==> config.mk <==
export PLATFORM = sky130hd
export DESIGN_NAME = isrs_register_slave
export DESIGN_NICKNAME = d
export VERILOG_FILES = /design/src/include/isrs_pkg.sv /design/src/rtl/isrs_register_slave.sv
export SDC_FILE = /design/constraint.sdc
export NUM_CORES = 1
export LEC_CHECK = 0
export BUFFER_PORTS_ARGS = -buffer_cell sky130_fd_sc_hd__buf_2
export CAP_MARGIN = 20
export CORE_MARGIN = 1.5
export CORE_UTILIZATION = 45
export CTS_CLUSTER_DIAMETER = 40
export DETAILED_ROUTE_END_ITERATION = 10
export GPL_ROUTABILITY_DRIVEN = 1
export GPL_TIMING_DRIVEN = 0
export PLACE_DENSITY = 0.72
export SLEW_MARGIN = 20
export SYNTH_ARGS = -nofsm -noshare
export SYNTH_HDL_FRONTEND = slang
export SYNTH_SLANG_ARGS = --single-unit
==> constraint.sdc <==
create_clock -name sys_clk -period 12.1 [get_ports sys_clk]
set_clock_uncertainty 0.05 [all_clocks]
set_input_delay 1.21 -clock sys_clk [delete_from_list [all_inputs] [get_ports sys_clk]]
set_output_delay 1.21 -clock sys_clk [all_outputs]
set_load 0.02 [all_outputs]
==> src/include/isrs_pkg.sv <==
// Shared constants and types of the dual-protocol register slave port
package isrs_pkg;

	// ----------------------------------------------------------------
	// Widths
	// ----------------------------------------------------------------
	localparam int ADDR_W = 7;
	localparam int DATA_W = 8;

	// ----------------------------------------------------------------
	// Two-wire addressing
	// ----------------------------------------------------------------
	localparam logic [5:0] I2C_ADDR_HI = 6'h0e;

	// ----------------------------------------------------------------
	// Bit, cycle and entry counts
	// ----------------------------------------------------------------
	localparam logic [3:0] I2C_BYTE_DONE = 4'h8;
	localparam logic [3:0] I2C_ACK_SLOT  = 4'h9;
	localparam logic [3:0] SPI_HDR_LAST  = 4'h7;
	localparam logic [3:0] SPI_DATA_BIT0 = 4'h8;
	localparam logic [3:0] SPI_BYTE_LAST = 4'hf;
	localparam logic [1:0] STRAP_TAKE    = 2'h2;
	localparam logic [1:0] BUF_DEPTH     = 2'h2;

	// ----------------------------------------------------------------
	// Reset values
	// ----------------------------------------------------------------
	localparam logic [3:0] PINS_IDLE = 4'he;
	localparam logic [7:0] TX_IDLE   = 8'hff;

	// ----------------------------------------------------------------
	// Types
	// ----------------------------------------------------------------
	typedef struct packed {
		logic cs_n;
		logic scl;
		logic sda;
		logic sdo;
	} isrs_pins_s;

	typedef struct packed {
		logic [ADDR_W-1:0] addr;
		logic [DATA_W-1:0] data;
	} isrs_wr_s;

	typedef enum logic [4:0] {
		I_IDLE = 5'b00001,
		I_DEV  = 5'b00010,
		I_SUB  = 5'b00100,
		I_WDAT = 5'b01000,
		I_RDAT = 5'b10000
	} isrs_i2c_e;

endpackage

==> src/rtl/isrs_register_slave.sv <==
// Dual two-wire / SPI register slave port with a two-entry write buffer
`timescale 1ns/1ns

module isrs_register_slave
	import isrs_pkg::*;
(
	// Clock, reset, enable
	input  wire logic               sys_clk,
	input  wire logic               reset,
	input  wire logic               ce,
	// Serial pads
	input  wire logic               cs_n,
	input  wire logic               scl_in,
	output logic                    scl_out,
	output logic                    scl_oe,
	input  wire logic               sda_in,
	output logic                    sda_out,
	output logic                    sda_oe,
	input  wire logic               sdo_in,
	output logic                    sdo_out,
	output logic                    sdo_oe,
	// Configuration and status
	input  wire logic               three_wire_select,
	output logic                    bus_busy,
	// Register file side
	output logic                    wr_valid,
	output isrs_pkg::isrs_wr_s      wr_req,
	input  wire logic               wr_ready,
	output logic [ADDR_W-1:0]       rd_addr,
	input  wire logic [DATA_W-1:0]  rd_data
);
	import isrs_pkg::*;

	// ----------------------------------------------------------------
	// Pad synchronisers and edge detection
	// ----------------------------------------------------------------
	isrs_pins_s pin_m, pin_s, pin_p;
	logic       spi_mode, scl_rise, scl_fall, i2c_start, i2c_stop;

	always_ff @(posedge sys_clk or posedge reset) begin
		if (reset) begin
			pin_m <= PINS_IDLE;
			pin_s <= PINS_IDLE;
			pin_p <= PINS_IDLE;
		end else if (ce) begin
			pin_m <= '{cs_n: cs_n, scl: scl_in, sda: sda_in, sdo: sdo_in};
			pin_s <= pin_m;
			pin_p <= pin_s;
		end
	end

	assign spi_mode  = ~pin_s.cs_n;
	assign scl_rise  = pin_s.scl & ~pin_p.scl;
	assign scl_fall  = ~pin_s.scl & pin_p.scl;
	assign i2c_start = ~spi_mode & pin_s.scl & pin_p.scl & pin_p.sda & ~pin_s.sda;
	assign i2c_stop  = ~spi_mode & pin_s.scl & pin_p.scl & ~pin_p.sda & pin_s.sda;

	// ----------------------------------------------------------------
	// Address strap, caught once the synchroniser has filled
	// ----------------------------------------------------------------
	logic [1:0] strap_cnt;
	logic       addr_lsb;
	logic [6:0] own_addr;

	always_ff @(posedge sys_clk or posedge reset) begin
		if (reset) begin
			strap_cnt <= 2'h0;
			addr_lsb  <= 1'b0;
		end else if (ce && strap_cnt != 2'h3) begin
			strap_cnt <= strap_cnt + 2'h1;
			if (strap_cnt == STRAP_TAKE)
				addr_lsb <= pin_s.sdo;
		end
	end

	assign own_addr = {I2C_ADDR_HI, addr_lsb};

	// ----------------------------------------------------------------
	// Two-wire slave
	// ----------------------------------------------------------------
	isrs_i2c_e   i_state;
	logic [3:0]  i_cnt;
	logic [7:0]  i_sh, i_tx;
	logic [6:0]  i_ptr;
	logic        i_rw, i_auto, i_low, i_push;
	isrs_wr_s    i_pw;
	logic        pend;

	always_ff @(posedge sys_clk or posedge reset) begin
		if (reset) begin
			i_state <= I_IDLE;
			i_cnt   <= 4'h0;
			i_sh    <= 8'h00;
			i_tx    <= TX_IDLE;
			i_ptr   <= 7'h00;
			i_rw    <= 1'b0;
			i_auto  <= 1'b0;
			i_low   <= 1'b0;
			i_push  <= 1'b0;
			i_pw    <= '0;
		end else if (ce) begin
			i_push <= 1'b0;
			if (spi_mode) begin
				i_state <= I_IDLE;
				i_low   <= 1'b0;
			end else if (i2c_start) begin
				i_state <= I_DEV;
				i_cnt   <= 4'h0;
				i_low   <= 1'b0;
			end else if (i2c_stop) begin
				i_state <= I_IDLE;
				i_low   <= 1'b0;
			end else if (i_state == I_RDAT) begin
				if (scl_rise) begin
					if (i_cnt < I2C_BYTE_DONE)
						i_cnt <= i_cnt + 4'h1;
					else if (i_cnt == I2C_BYTE_DONE) begin
						if (!pin_s.sda)
							i_cnt <= I2C_ACK_SLOT;
						else
							i_state <= I_IDLE;
					end
				end else if (scl_fall) begin
					if (i_cnt == I2C_BYTE_DONE)
						i_low <= 1'b0;
					else if (i_cnt == I2C_ACK_SLOT) begin
						i_cnt <= 4'h0;
						i_low <= ~rd_data[7];
						i_tx  <= {rd_data[6:0], 1'b1};
						if (i_auto)
							i_ptr <= i_ptr + 7'h01;
					end else if (i_cnt != 4'h0) begin
						i_low <= ~i_tx[7];
						i_tx  <= {i_tx[6:0], 1'b1};
					end
				end
			end else if (i_state != I_IDLE) begin
				if (scl_rise && i_cnt < I2C_BYTE_DONE) begin
					i_sh  <= {i_sh[6:0], pin_s.sda};
					i_cnt <= i_cnt + 4'h1;
				end else if (scl_fall && i_cnt == I2C_BYTE_DONE) begin
					i_cnt <= I2C_ACK_SLOT;
					unique case (i_state)
						I_DEV: begin
							if (i_sh[7:1] == own_addr) begin
								i_low <= 1'b1;
								i_rw  <= i_sh[0];
							end else
								i_state <= I_IDLE;
						end
						I_SUB: begin
							i_low  <= 1'b1;
							i_ptr  <= i_sh[6:0];
							i_auto <= i_sh[7];
						end
						default: begin
							i_low  <= 1'b1;
							i_push <= 1'b1;
							i_pw   <= '{addr: i_ptr, data: i_sh};
						end
					endcase
				end else if (scl_fall && i_cnt == I2C_ACK_SLOT) begin
					i_cnt <= 4'h0;
					i_low <= 1'b0;
					unique case (i_state)
						I_DEV: begin
							if (i_rw) begin
								i_state <= I_RDAT;
								i_low   <= ~rd_data[7];
								i_tx    <= {rd_data[6:0], 1'b1};
								if (i_auto)
									i_ptr <= i_ptr + 7'h01;
							end else
								i_state <= I_SUB;
						end
						I_SUB:
							i_state <= I_WDAT;
						default: begin
							if (i_auto)
								i_ptr <= i_ptr + 7'h01;
						end
					endcase
				end
			end
		end
	end

	// ----------------------------------------------------------------
	// SPI slave
	// ----------------------------------------------------------------
	logic [3:0] s_cnt;
	logic [7:0] s_sh, s_tx;
	logic [6:0] s_ptr;
	logic       s_rw, s_inc, s_drv, s_out, s_push;
	isrs_wr_s   s_pw;

	always_ff @(posedge sys_clk or posedge reset) begin
		if (reset) begin
			s_cnt  <= 4'h0;
			s_sh   <= 8'h00;
			s_tx   <= 8'h00;
			s_ptr  <= 7'h00;
			s_rw   <= 1'b0;
			s_inc  <= 1'b0;
			s_drv  <= 1'b0;
			s_out  <= 1'b0;
			s_push <= 1'b0;
			s_pw   <= '0;
		end else if (ce) begin
			s_push <= 1'b0;
			if (!spi_mode) begin
				s_cnt <= 4'h0;
				s_drv <= 1'b0;
			end else if (scl_rise) begin
				s_sh <= {s_sh[6:0], pin_s.sda};
				if (s_cnt == SPI_HDR_LAST) begin
					s_rw  <= s_sh[6];
					s_inc <= s_sh[5];
					s_ptr <= {1'b0, s_sh[4:0], pin_s.sda};
				end
				if (s_cnt == SPI_BYTE_LAST) begin
					s_cnt <= SPI_DATA_BIT0;
					if (!s_rw) begin
						s_push <= 1'b1;
						s_pw   <= '{addr: s_ptr, data: {s_sh[6:0], pin_s.sda}};
						if (s_inc)
							s_ptr <= s_ptr + 7'h01;
					end
				end else
					s_cnt <= s_cnt + 4'h1;
			end else if (scl_fall && s_rw && s_cnt == SPI_DATA_BIT0) begin
				s_drv <= 1'b1;
				s_out <= rd_data[7];
				s_tx  <= {rd_data[6:0], 1'b0};
				if (s_inc)
					s_ptr <= s_ptr + 7'h01;
			end else if (scl_fall && s_drv) begin
				s_out <= s_tx[7];
				s_tx  <= {s_tx[6:0], 1'b0};
			end
		end
	end

	// ----------------------------------------------------------------
	// Pending write and two-entry buffer
	// ----------------------------------------------------------------
	isrs_wr_s   pw, buf_mem [2];
	logic [1:0] buf_cnt;
	logic       buf_wp, buf_rp, buf_push, buf_pop;

	assign buf_push = pend && buf_cnt != BUF_DEPTH;
	assign buf_pop  = wr_valid && wr_ready;
	assign wr_valid = buf_cnt != 2'h0;
	assign wr_req   = buf_mem[buf_rp];

	// A new byte wins over the clear of the old one
	always_ff @(posedge sys_clk or posedge reset) begin
		if (reset) begin
			pend <= 1'b0;
			pw   <= '0;
		end else if (ce) begin
			if (i_push || s_push) begin
				pend <= 1'b1;
				pw   <= i_push ? i_pw : s_pw;
			end else if (buf_push)
				pend <= 1'b0;
		end
	end

	always_ff @(posedge sys_clk or posedge reset) begin
		if (reset) begin
			buf_cnt    <= 2'h0;
			buf_wp     <= 1'b0;
			buf_rp     <= 1'b0;
			buf_mem[0] <= '0;
			buf_mem[1] <= '0;
		end else if (ce) begin
			if (buf_push) begin
				buf_mem[buf_wp] <= pw;
				buf_wp          <= ~buf_wp;
			end
			if (buf_pop)
				buf_rp <= ~buf_rp;
			if (buf_push && !buf_pop)
				buf_cnt <= buf_cnt + 2'h1;
			else if (buf_pop && !buf_push)
				buf_cnt <= buf_cnt - 2'h1;
		end
	end

	// ----------------------------------------------------------------
	// Registered pad drive
	// ----------------------------------------------------------------
	always_ff @(posedge sys_clk or posedge reset) begin
		if (reset) begin
			scl_oe   <= 1'b0;
			sda_oe   <= 1'b0;
			sda_out  <= 1'b0;
			sdo_oe   <= 1'b0;
			sdo_out  <= 1'b0;
			rd_addr  <= 7'h00;
			bus_busy <= 1'b0;
		end else if (ce) begin
			// Stretch only while the clock is already low
			scl_oe   <= pend && !spi_mode && !pin_s.scl;
			sda_oe   <= spi_mode ? (s_drv && three_wire_select) : i_low;
			sda_out  <= spi_mode && s_out;
			sdo_oe   <= spi_mode && s_drv && !three_wire_select;
			sdo_out  <= s_out;
			rd_addr  <= spi_mode ? s_ptr : i_ptr;
			bus_busy <= spi_mode || i_state != I_IDLE;
		end
	end

	assign scl_out = 1'b0;
endmodule // isrs_register_slave

==> results by group, run 1 <==
Outcome
  – Result of the run: finished clean

Power and ir drop
  – Power density over the cells: approximately 160 nW/µm²
  – VDD IR max: 0.000140 V
  – Leakage power of the design: 4.40 nW

Setup path
  – Slack of the worst reg-to-reg path: 9.41 ns
  – Critical path start-end classification: flip-flop to output pin
  – Critical-path cell list: clkbuf_1, buf_1, mux2_2, buf_2
  – Critical path arrival: 2.19 ns
  – Element type at the critical path end: output pin
  – Cell type group with the largest total delay on the critical path: buffers and inverters
  – Cell count along the critical path: 4
  – Type of element launching the critical path: flip-flop
  – Critical path data required time: 10.84 ns
  – Largest fanout of any net on the critical path: 10
  – Worst-case reg-to-reg path depth: 7
  – Largest stage delay on the critical path: 0.53 ns
  – CP endpoint: wr_req[9]
  – Critical path's slowest cell: sky130_fd_sc_hd__buf_1
  – Timing startpoint of the critical path: buf_rp$_DFFE_PP0P_
  – Reg-to-reg critical path endpoint: i_ptr[1]$_DFFE_PP0P_
  – Launch point of the worst reg-to-reg path: pin_p[2]$_DFFE_PP1P_
  – Worst path buffer plus inverter count: 3

Logic synthesis
  – Post-synthesis async set-or-reset flop share: 1.00
  – Cell Area, Synth: 8250 µm²
  – Number of register bits inferred by synthesis: 171
  – Predominant post-synthesis flop cell: sky130_fd_sc_hd__dfrtp_1
  – Share of the yosys chip area belonging to registers: 0.521
  – Avg Synthesized Cell Area: 11.7 µm²
  – Net count after synthesis: between 700 and 800
  – Number of enable-type register cells in the synthesized netlist: 0
  – Post-synth cell types: 75
  – Gate count of the mapped netlist: ~710
  – Number of warnings printed during yosys synthesis: 0

Timing
  – Peak clock frequency supported by timing: 0.290 GHz
  – Crit share post-route: 0.285
  – Tightest slew margin relative to the limit: 0.480
  – Fin Setup TNS: 0 ns
  – Final hold violations: 0
  – Setup repair after global routing missed its margin: no
  – Number of pins with negative max-slew slack in the final report: 0
  – Slew at the pin closest to its max-slew limit: approximately 0.78 ns
  – Number of failing setup endpoints in the final timing report: 0
  – Shortest period the worst path allows: 3.45 ns

Global route
  – Global router's overall resource usage: 0.198
  – Pin count of the biggest net entering global routing: 108
  – Initial antenna violation count: 0
  – Wire length of the first global-routing pass: approximately 30000 µm
  – Via count of the first global-routing pass: 5761
  – Total grt overflow: 0

Finish
  – Post-route core utilization: 0.520
  – FF+latch area: roughly 4300 µm²
  – Fill cell instance count of the final layout: 1583
  – Proportion of layout cells with a drive suffix above 1: 0.297
  – Leading cell types in the layout, fill and taps excluded: sky130_fd_sc_hd__dfrtp_1, sky130_fd_sc_hd__mux2_2, sky130_fd_sc_hd__nand2_1
  – Area Overhead vs Synth: 13.3%
  – Nets: 802
  – Number of antenna repair diodes: 0
  – Area of the multi-input gates: 3690 µm²
  – Most common cell after layout, fill and taps aside: sky130_fd_sc_hd__dfrtp_1

Routing
  – Violation count after the first detailed-routing iteration: 376
  – Final wirelength: 18200 µm
  – Length of routed met2 wiring: 8650 µm
  – Length of the first detailed-routing pass in iterations: 4
  – Wire length per cell after detailed routing: 18.0 µm
  – DR top layer: met4
  – Via-per-instance ratio: 5.64
  – Total DRC errors in the routed layout: 0
  – Wire length on met3: 818 µm
  – Routed met1 length: 8210 µm
  – Number of vias after detailed routing: 5715
  – Number of nets still failing antenna checks after routing: 0

Clock network
  – CTS root buffer: sky130_fd_sc_hd__clkbuf_16
  – Clock input transition at the sequential cells of the worst setup and hold paths: 0.07 ns
  – Hold_buf cts: 0
  – Clock buffer count from CTS: 17
  – Max clock buf depth: 2
  – Resized Gates After CTS: 0
  – Clock latency on the worst-skew pair: 0.44 ns
  – TritonCTS clock tree: yes
  – Postcts setup bufs: 0
  – Level count of the clock H-tree: 4
  – Number of clock sinks: 171

Flow run
  – Max-cap violations: 0

Die
  – Ports placed on the boundary: 47
  – Initial Utilization: 0.459
  – Horizontal die dimension: around 140 µm
  – Total core area: between 15000 and 20000 µm²
  – Floorplan die area: 19100 µm²
  – Die Height: 138 µm
  – Row cnt: 49

Placement
  – HPWL Detailed: around 13000 µm
  – Weighted congestion reported at the end of routability-driven placement: 0.925
  – Number of buffers inserted by port buffering: 45

Hold path
  – HP Class: flip-flop to flip-flop
-- tightest hold or removal path: stages (launching register included) --
cell and delay [ns]:
sky130_fd_sc_hd__dfrtp_1 0.35, sky130_fd_sc_hd__nand2_1 0.05, sky130_fd_sc_hd__o21ai_0 0.06
-- layout make-up --
class                           instances  share of cell area
Clock inverter                         13              0.0116
Sequential cell                       171               0.460
Buffer                                 33              0.0182
Inverter                               24              0.0104
Clock buffer                           19              0.0474
Timing Repair Buffer                   46              0.0270
Tap cell                              229              0.0307
Multi-Input combinational cell        479               0.395
-- layer usage --
layer	vias up	track usage
met5	-	0
met4	0	0.0898
met3	37	0.0471
met2	148	0.319
met1	2816	0.254
li1	2714	-
-- flip-flops by register name (all words and copies together) (netlist names), 2 cells and up --
register	cells
buf_cnt	2
buf_mem	30
i_cnt	4
i_ptr	7
i_pw	15
i_sh	8
i_state	5
i_tx	7
pin_m	4
pin_p	2
pin_s	4
pw	15
rd_addr	7
s_cnt	4
s_ptr	7
s_pw	15
s_sh	7
s_tx	7
strap_cnt	2
-- synth_stat cells, drive strengths merged, types with 8 or more instances --
cell	count	area (µm²)
nor2	28	113
o2bb2ai	11	96.3
buf	17	110
dfrtp	155	3880
nand2b	8	50.1
inv	24	90.1
o21ai	44	231
mux2i	37	370
nor3	10	50.1
a31oi	12	75.1
dfstp	16	420
mux2	109	1280
nand2	61	229
a21oi	35	175
nand3	11	55.1
clkbuf	16	60.1
ha	13	163
-- stage by stage --
| step | hold slack, ns | total power [mW] | cell area (µm²) | std cells | setup WS [ns] |
|---|---|---|---|---|---|
| finish | 0.434 | 1.51 | 9350 | 1014 | 8.65 |
| global route | 0.459 | 1.58 | 9350 | 1014 | 8.56 |
| CTS | 0.439 | 1.51 | 9350 | 1014 | 8.61 |
| detailed placement | 0.424 | 0.999 | 8790 | 982 | 8.65 |
| global placement | 0.406 | 0.987 | 8760 | 981 | 4.36 |
| floorplan | 0.398 | 0.908 | 8250 | 707 | 6.23 |
-- report_power, final --
| group | leakage, nW | total [mW] | internal, mW | switching [mW] |
|---|---|---|---|---|
| Sequential | 2.25 | 0.708 | 0.637 | 0.0713 |
| Combinational | 1.89 | 0.282 | 0.121 | 0.161 |
| Clock | 0.256 | 0.515 | 0.272 | 0.243 |
| Total | 4.40 | 1.51 | 1.03 | 0.475 |
-- cell families after synthesis --
group,count (synthesis),share of synthesized area
DFF,171,0.521
and+or+nand+nor,162,0.0989
AOI/OAI and AO/OA,150,0.121
muxes,146,0.200
buffers and inverters,57,0.0316
adders and majority gates,13,0.0197
xor gates and xnor gates,7,0.00743
other,1,0.000455
-- worst min-delay path by stage --
stage                              start  cells past startpoint                   end  slack [ns]
finish               s_tx[6]$_DFFE_PP0P_                      2   s_tx[6]$_DFFE_PP0P_        0.43
detailed placement   s_tx[6]$_DFFE_PP0P_                      2   s_tx[6]$_DFFE_PP0P_        0.42
CTS                  s_tx[6]$_DFFE_PP0P_                      2   s_tx[6]$_DFFE_PP0P_        0.44
global placement      s_push$_DFFE_PP0P_                      1    s_push$_DFFE_PP0P_        0.41
floorplan             s_push$_DFFE_PP0P_                      1    s_push$_DFFE_PP0P_        0.40
global route        pin_m[2]$_DFFE_PP1P_                      2  pin_s[2]$_DFFE_PP1P_        0.46
(Power assumes the default switching activity.)
==> inputs of run 2 (changes only) <==
--- a/config.mk
+++ b/config.mk
@@ -13,7 +13,7 @@
 export DETAILED_ROUTE_END_ITERATION = 10
 export GPL_ROUTABILITY_DRIVEN = 1
 export GPL_TIMING_DRIVEN = 0
-export PLACE_DENSITY = 0.72
+export PLACE_DENSITY = 0.74
 export SLEW_MARGIN = 20
 export SYNTH_ARGS = -nofsm -noshare
 export SYNTH_HDL_FRONTEND = slang
==> constraint.sdc (replaced) <==
create_clock -name sys_clk -period 2.85 [get_ports sys_clk]
set_clock_uncertainty 0.05 [all_clocks]
set_input_delay 0.285 -clock sys_clk [delete_from_list [all_inputs] [get_ports sys_clk]]
set_output_delay 0.285 -clock sys_clk [all_outputs]
set_load 0.02 [all_outputs]
==> run 2 against run 1 <==
Against the previous run: largest power group unchanged; routed wire length fell by 0.49%; global-route usage rose by 0.26 points; register-to-register slack worse by 9.2 ns; largest cell class unchanged; clock power grew to 4.3 times the previous value.
==> results by group, run 2 (same netlist as run 1, synthesis figures left out) <==
Setup path
  – Timing startpoint of the critical path: pin_p[2]$_DFFE_PP1P_
  – Slack of the worst reg-to-reg path: 0.20 ns
  – Cell type group with the largest total delay on the critical path: compound AO/OA/AOI/OAI gates
  – Element type at the critical path end: flip-flop
  – Reg-to-reg critical path endpoint: i_ptr[0]$_DFFE_PP0P_
  – Most frequent CP cell: sky130_fd_sc_hd__buf_2
  – Cell count along the critical path: 7
  – Worst path buffer plus inverter count: 2
  – Largest stage delay on the critical path: 0.57 ns
  – Critical path arrival: 2.91 ns
  – Critical-path cell list: ha_1, and4b_1, buf_2, a21boi_0, buf_2, o211ai_1, o2bb2ai_1
  – Type of element launching the critical path: flip-flop
  – Critical path data required time: ~3.1 ns
  – CP endpoint: i_ptr[0]$_DFFE_PP0P_
  – Critical path's slowest cell: sky130_fd_sc_hd__dfstp_2
  – Largest fanout of any net on the critical path: 10
  – Critical path start-end classification: flip-flop to flip-flop
  – Launch point of the worst reg-to-reg path: pin_p[2]$_DFFE_PP1P_
  – Worst-case reg-to-reg path depth: 7

Finish
  – Area Overhead vs Synth: 14.5%
  – Area of the multi-input gates: 3690 µm²
  – Number of antenna repair diodes: 0
  – FF+latch area: 4300 µm²
  – Fill cell instance count of the final layout: 1570
  – Proportion of layout cells with a drive suffix above 1: 0.301
  – Leading cell types in the layout, fill and taps excluded: sky130_fd_sc_hd__dfrtp_1, sky130_fd_sc_hd__mux2_2, sky130_fd_sc_hd__nand2_1
  – Most flops, register: buf_mem
  – Most common cell after layout, fill and taps aside: sky130_fd_sc_hd__dfrtp_1
  – Nets: 807
  – Flip-flop count of the largest register, all copies and words added: 30

Routing
  – Wire length per cell after detailed routing: approximately 18 µm
  – Number of nets still failing antenna checks after routing: 0
  – Via-per-instance ratio: between 5 and 6
  – Violation count after the first detailed-routing iteration: 339
  – Length of the first detailed-routing pass in iterations: 6
  – Total DRC errors in the routed layout: 0
  – Number of vias after detailed routing: 5678
  – Final wirelength: 18100 µm

Clock network
  – Clock latency on the worst-skew pair: about 0.43 ns
  – Resized Gates After CTS: 0
  – Number of clock sinks: 171
  – Postcts setup bufs: 0
  – Level count of the clock H-tree: 4
  – TritonCTS clock tree: yes
  – CTS root buffer: sky130_fd_sc_hd__clkbuf_16
  – Clock buffer count from CTS: 17
  – Clock input transition at the sequential cells of the worst setup and hold paths: approximately 0.07 ns
  – Max clock buf depth: 2

Placement
  – Weighted congestion reported at the end of routability-driven placement: 0.881
  – Post-Place Worst Slack: 0.214 ns
  – Number of buffers inserted by port buffering: 45
  – HPWL Detailed: 13000 µm

Timing
  – Final hold violations: 0
  – Worst setup margin: 0.204 ns
  – Tightest slew margin relative to the limit: 0.474
  – Peak clock frequency supported by timing: 0.378 GHz
  – Worst hold slack: ~0.047 ns
  – Crit share post-route: 0.928
  – Slew at the pin closest to its max-slew limit: 0.789 ns
  – Setup repair after global routing missed its margin: yes
  – Number of failing setup endpoints in the final timing report: 0
  – Shortest period the worst path allows: 2.65 ns
  – Number of pins with negative max-slew slack in the final report: 0

Global route
  – Total grt overflow: 0
  – Global-route layer with the greatest usage: met2
  – Met3 Resource Use GR: 0.0464
  – Initial antenna violation count: 0
  – Via count of the first global-routing pass: ~5800
  – Met1 Track Usage GR: 0.259
  – Wire length of the first global-routing pass: 30600 µm
  – Pin count of the biggest net entering global routing: 35
  – Global router's overall resource usage: 0.201
  – Met2 track demand over resource: 0.330

Power and ir drop
  – Proportion of total power due to net switching: 0.317
  – Leakage power of the design: 4.45 nW
  – Share of power burned in combinational logic: 0.187
  – Clock power frac: 0.345
  – Sequential group share of total power: 0.468
  – VDD IR max: 0.000628 V
  – Psw: roughly 2.0 mW
  – Overall power of the completed layout: 6.44 mW
  – Power density over the cells: just under 700 nW/µm²
  – Power Internal: 4.40 mW

Die
  – Horizontal die dimension: 138 µm
  – Total core area: 18000 µm²
  – Die Height: ~140 µm
  – Ports placed on the boundary: 47
  – Row cnt: between 40 and 50
  – Initial Utilization: 0.459
  – Floorplan die area: 19100 µm²

Outcome
  – Result of the run: finished clean

Hold path
  – HP Class: input pin to flip-flop

Flow run
  – Max-cap violations: 0
==> run 2: cell types whose count changed in the layout (fill, tap and decap cells not counted) <==
cell	previous run	this run
sky130_fd_sc_hd__buf_16	1	0
sky130_fd_sc_hd__clkinvlp_4	5	4
sky130_fd_sc_hd__buf_12	1	6
sky130_fd_sc_hd__inv_6	2	5
sky130_fd_sc_hd__inv_8	3	2
sky130_fd_sc_hd__clkinv_8	0	1
sky130_fd_sc_hd__clkinv_4	3	2
sky130_fd_sc_hd__clkbuf_1	17	16
sky130_fd_sc_hd__dlygate4sd3_1	0	1
==> run 2: worst reg2reg max path, stage by stage, from the launching register on <==
cell,delay (ns)
sky130_fd_sc_hd__dfstp_2,0.57
sky130_fd_sc_hd__ha_1,0.30
sky130_fd_sc_hd__and4b_1,0.21
sky130_fd_sc_hd__buf_2,0.20
sky130_fd_sc_hd__a21boi_0,0.55
sky130_fd_sc_hd__buf_2,0.33
sky130_fd_sc_hd__o211ai_1,0.14
sky130_fd_sc_hd__o2bb2ai_1,0.18
==> run 2: final cells by class <==
type | instances | share of cell area
inverter | 24 | 0.00994
timing repair buffer | 51 | 0.0355
multi-input combinational | 479 | 0.391
sequential | 171 | 0.455
tap | 229 | 0.0304
clock buffer | 18 | 0.0465
clock inverter | 14 | 0.0135
buffer | 33 | 0.0180
==> run 2: worst min path at each step <==
stage / endpoint / from / cells after the start / slack (ns)
after detailed placement: buf_cnt[0]$_DFFE_PP0P_ / reset / 2 / 0.30
final: pin_m[3]$_DFFE_PP1P_ / cs_n / 2 / 0.05
after floorplan: i_tx[1]$_DFFE_PP1P_ / rd_data[0] / 2 / 0.36
after CTS: pin_m[0]$_DFFE_PP0P_ / sdo_in / 2 / 0.03
after global placement: s_push$_DFFE_PP0P_ / s_push$_DFFE_PP0P_ / 1 / 0.41
after global routing: pin_m[3]$_DFFE_PP1P_ / cs_n / 2 / 0.04
==> run 2: power by group through the flow <==
stage	Sequential, mW	Clock, mW	Combinational, mW
6_report	3.01	2.22	1.21
5_1_grt	3.05	2.37	1.34
4_1_cts	3.00	2.26	1.21
3_5_place_dp	3.04	0	1.21
3_3_place_gp	3.03	0	1.16
2_1_floorplan	2.97	0	0.887
==> run 2: timing repair <==
action / in CTS / in global routing
endpoints found under the hold margin: 19 / 0
hold buffers: 1 / 0
endpoints found under the setup margin: 0 / 1
==> run 2: per-stage QoR <==
step	utilization	TNS, ns	cells	area, µm²
2_1_floorplan	-	0	707	8250
3_3_place_gp	0.488	-105.97	981	8760
3_5_place_dp	0.493	0	986	8860
4_1_cts	0.525	0	1019	9440
5_1_grt	0.525	-0.00137	1019	9440
6_report	0.525	0	1019	9440
==> run 2: metal layers <==
| layer | up-vias | routed length (µm) |
|---|---|---|
| met1 | 2809 | 8160 |
| met5 | - | 0 |
| li1 | 2708 | - |
| met2 | 136 | 8780 |
| met3 | 25 | 778 |
| met4 | 0 | 396 |
==> inputs of run 3 (changes only) <==
--- a/config.mk
+++ b/config.mk
@@ -6,14 +6,14 @@
 export NUM_CORES = 1
 export LEC_CHECK = 0
 export BUFFER_PORTS_ARGS = -buffer_cell sky130_fd_sc_hd__buf_2
-export CAP_MARGIN = 20
 export CORE_MARGIN = 1.5
-export CORE_UTILIZATION = 45
+export CORE_UTILIZATION = 55
 export CTS_CLUSTER_DIAMETER = 40
 export DETAILED_ROUTE_END_ITERATION = 10
 export GPL_ROUTABILITY_DRIVEN = 1
 export GPL_TIMING_DRIVEN = 0
-export PLACE_DENSITY = 0.74
+export HOLD_SLACK_MARGIN = 0.06
+export PLACE_DENSITY = 0.86
 export SLEW_MARGIN = 20
 export SYNTH_ARGS = -nofsm -noshare
 export SYNTH_HDL_FRONTEND = slang
==> run 3 against run 2 <==
Against the previous run: global-route usage rose by 4.6 points; utilization rose by 13 points; routed wire length rose by 1.9%; non-clock buffer count rose by 5; final cell count fell by 3.9%; worst setup slack got worse by 0.011 ns; critical path type unchanged; largest power group unchanged; total power rose by 4.3%; first-iteration DRC count fell by 0.59%.
==> results by group, run 3 (same netlist as run 1, synthesis figures left out) <==
Die
  – Horizontal die dimension: about 130 µm
  – Total core area: 14600 µm²
  – Row cnt: 44
  – Ports placed on the boundary: 47
  – Floorplan die area: 15700 µm²
  – Initial Utilization: 0.565
  – Die Height: 125 µm

Timing
  – Slew at the pin closest to its max-slew limit: 0.796 ns
  – Setup repair after global routing missed its margin: no
  – Tightest slew margin relative to the limit: 0.469
  – Peak clock frequency supported by timing: 0.376 GHz
  – Worst hold slack: 0.134 ns
  – Crit share post-route: 0.932
  – Number of pins with negative max-slew slack in the final report: 0
  – Number of failing setup endpoints in the final timing report: 0
  – Final hold violations: 0
  – Shortest period the worst path allows: 2.66 ns

Setup path
  – Critical-path cell list: ha_1, and4b_1, buf_2, o31ai_1, nor4_2, nand2_1, o2bb2ai_1
  – Cell type group with the largest total delay on the critical path: simple AND/OR/NAND/NOR gates
  – Launch point of the worst reg-to-reg path: pin_p[2]$_DFFE_PP1P_
  – Worst path buffer plus inverter count: 1
  – CP endpoint: i_ptr[2]$_DFFE_PP0P_
  – Largest stage delay on the critical path: just under 0.6 ns
  – Timing startpoint of the critical path: pin_p[2]$_DFFE_PP1P_
  – Worst-case reg-to-reg path depth: 7
  – Critical path data required time: 3.15 ns
  – Critical path arrival: between 2 and 3 ns
  – Reg-to-reg critical path endpoint: i_ptr[2]$_DFFE_PP0P_
  – Largest fanout of any net on the critical path: 7
  – Type of element launching the critical path: flip-flop
  – Element type at the critical path end: flip-flop
  – Critical path start-end classification: flip-flop to flip-flop
  – Critical path's slowest cell: sky130_fd_sc_hd__dfstp_2
  – Cell count along the critical path: 7
  – Slack of the worst reg-to-reg path: 0.19 ns

Global route
  – Total grt overflow: 0
  – Pin count of the biggest net entering global routing: 36
  – Via count of the first global-routing pass: about 6000
  – Initial antenna violation count: 0
  – Wire length of the first global-routing pass: 30600 µm
  – Global router's overall resource usage: 0.247

Clock network
  – CTS root buffer: sky130_fd_sc_hd__clkbuf_16
  – Max clock buf depth: 2
  – Clock latency on the worst-skew pair: 0.43 ns
  – Resized Gates After CTS: 0
  – Number of clock sinks: 171
  – Clock input transition at the sequential cells of the worst setup and hold paths: about 0.07 ns
  – Level count of the clock H-tree: 4
  – Hold_buf cts: 6
  – TritonCTS clock tree: yes
  – Clock buffer count from CTS: 17
  – Postcts setup bufs: 0

Finish
  – Flip-flop count of the largest register, all copies and words added: 30
  – Finished Cell Area: 9510 µm²
  – Leading cell types in the layout, fill and taps excluded: sky130_fd_sc_hd__dfrtp_1, sky130_fd_sc_hd__mux2_2, sky130_fd_sc_hd__nand2_1
  – Nets: 812
  – Proportion of layout cells with a drive suffix above 1: 0.299
  – Most common cell after layout, fill and taps aside: sky130_fd_sc_hd__dfrtp_1
  – Fill cell instance count of the final layout: 1064
  – Post-route core utilization: 0.652
  – Most flops, register: buf_mem
  – Number of antenna repair diodes: 0
  – FF+latch area: roughly 4300 µm²
  – Area of the multi-input gates: 3690 µm²
  – Area Overhead vs Synth: 15.4%

Routing
  – Number of vias after detailed routing: 5893
  – Via-per-instance ratio: 6.02
  – Length of the first detailed-routing pass in iterations: 4
  – Violation count after the first detailed-routing iteration: 337
  – Number of nets still failing antenna checks after routing: 0
  – Wire length per cell after detailed routing: 18.9 µm
  – Total DRC errors in the routed layout: 0
  – Final wirelength: around 18000 µm

Placement
  – Weighted congestion reported at the end of routability-driven placement: 0.921
  – Number of buffers inserted by port buffering: 45
  – HPWL Detailed: 12900 µm
  – Area of placed instances: 8810 µm²

Flow run
  – Max-cap violations: 0

Hold path
  – Hold path startpoint: three_wire_select
  – HP Class: input pin to flip-flop

Power and ir drop
  – Leakage power of the design: 4.51 nW
  – VDD IR max: between 0.0004 and 0.0005 V
  – Power density over the cells: 706 nW/µm²

Outcome
  – Result of the run: finished clean
run 3: worst min-delay path by stage:
stage	cells after the start	end	slack, ns
3_3_place_gp	1	s_push$_DFFE_PP0P_	0.41
3_5_place_dp	2	buf_cnt[0]$_DFFE_PP0P_	0.26
2_1_floorplan	2	i_tx[1]$_DFFE_PP1P_	0.36
6_report	3	sdo_oe$_DFFE_PP0P_	0.13
5_1_grt	3	buf_rp$_DFFE_PP0P_	0.12
4_1_cts	3	i_tx[2]$_DFFE_PP1P_	0.13
run 3: final cells by class:
type,instances,share of cell area
repair buffers,56,0.0405
well taps,184,0.0242
flip-flops and latches,171,0.452
plain buffers,33,0.0179
multi-input cells,479,0.388
clock buffers,20,0.0491
clock inverters,12,0.0191
inverters,24,0.00986
run 3: per-layer routing:
metal / track usage / part of all wire / up-vias
met5: 0 / 0 / -
met4: 0.110 / 0.032 / 0
met3: 0.0513 / 0.045 / 49
met2: 0.417 / 0.51 / 167
met1: 0.307 / 0.41 / 2952
li1: - / - / 2725
run 3: power breakdown:
group,total [mW],leakage [nW],internal (mW),switching [mW]
clock network,2.49,0.312,1.48,1.01
logic,1.22,1.94,0.533,0.686
registers,3.01,2.25,2.70,0.308
run 3: through the flow:
| step | TNS [ns] | worst slack [ns] | std cells | total power, mW |
|---|---|---|---|---|
| after global routing | 0 | 0.00307 | 979 | 7.00 |
| after floorplan | 0 | 0.345 | 707 | 3.86 |
| after global placement | -90.40 | -0.591 | 936 | 4.17 |
| after CTS | 0 | 0.221 | 979 | 6.74 |
| after detailed placement | 0 | 0.230 | 941 | 4.23 |
| final | 0 | 0.193 | 979 | 6.72 |
run 3: tightest hold or removal path, cell delays in order:
cell                     delay, ns
sky130_fd_sc_hd__buf_2        0.10
sky130_fd_sc_hd__inv_1        0.04
sky130_fd_sc_hd__a32o_1       0.15
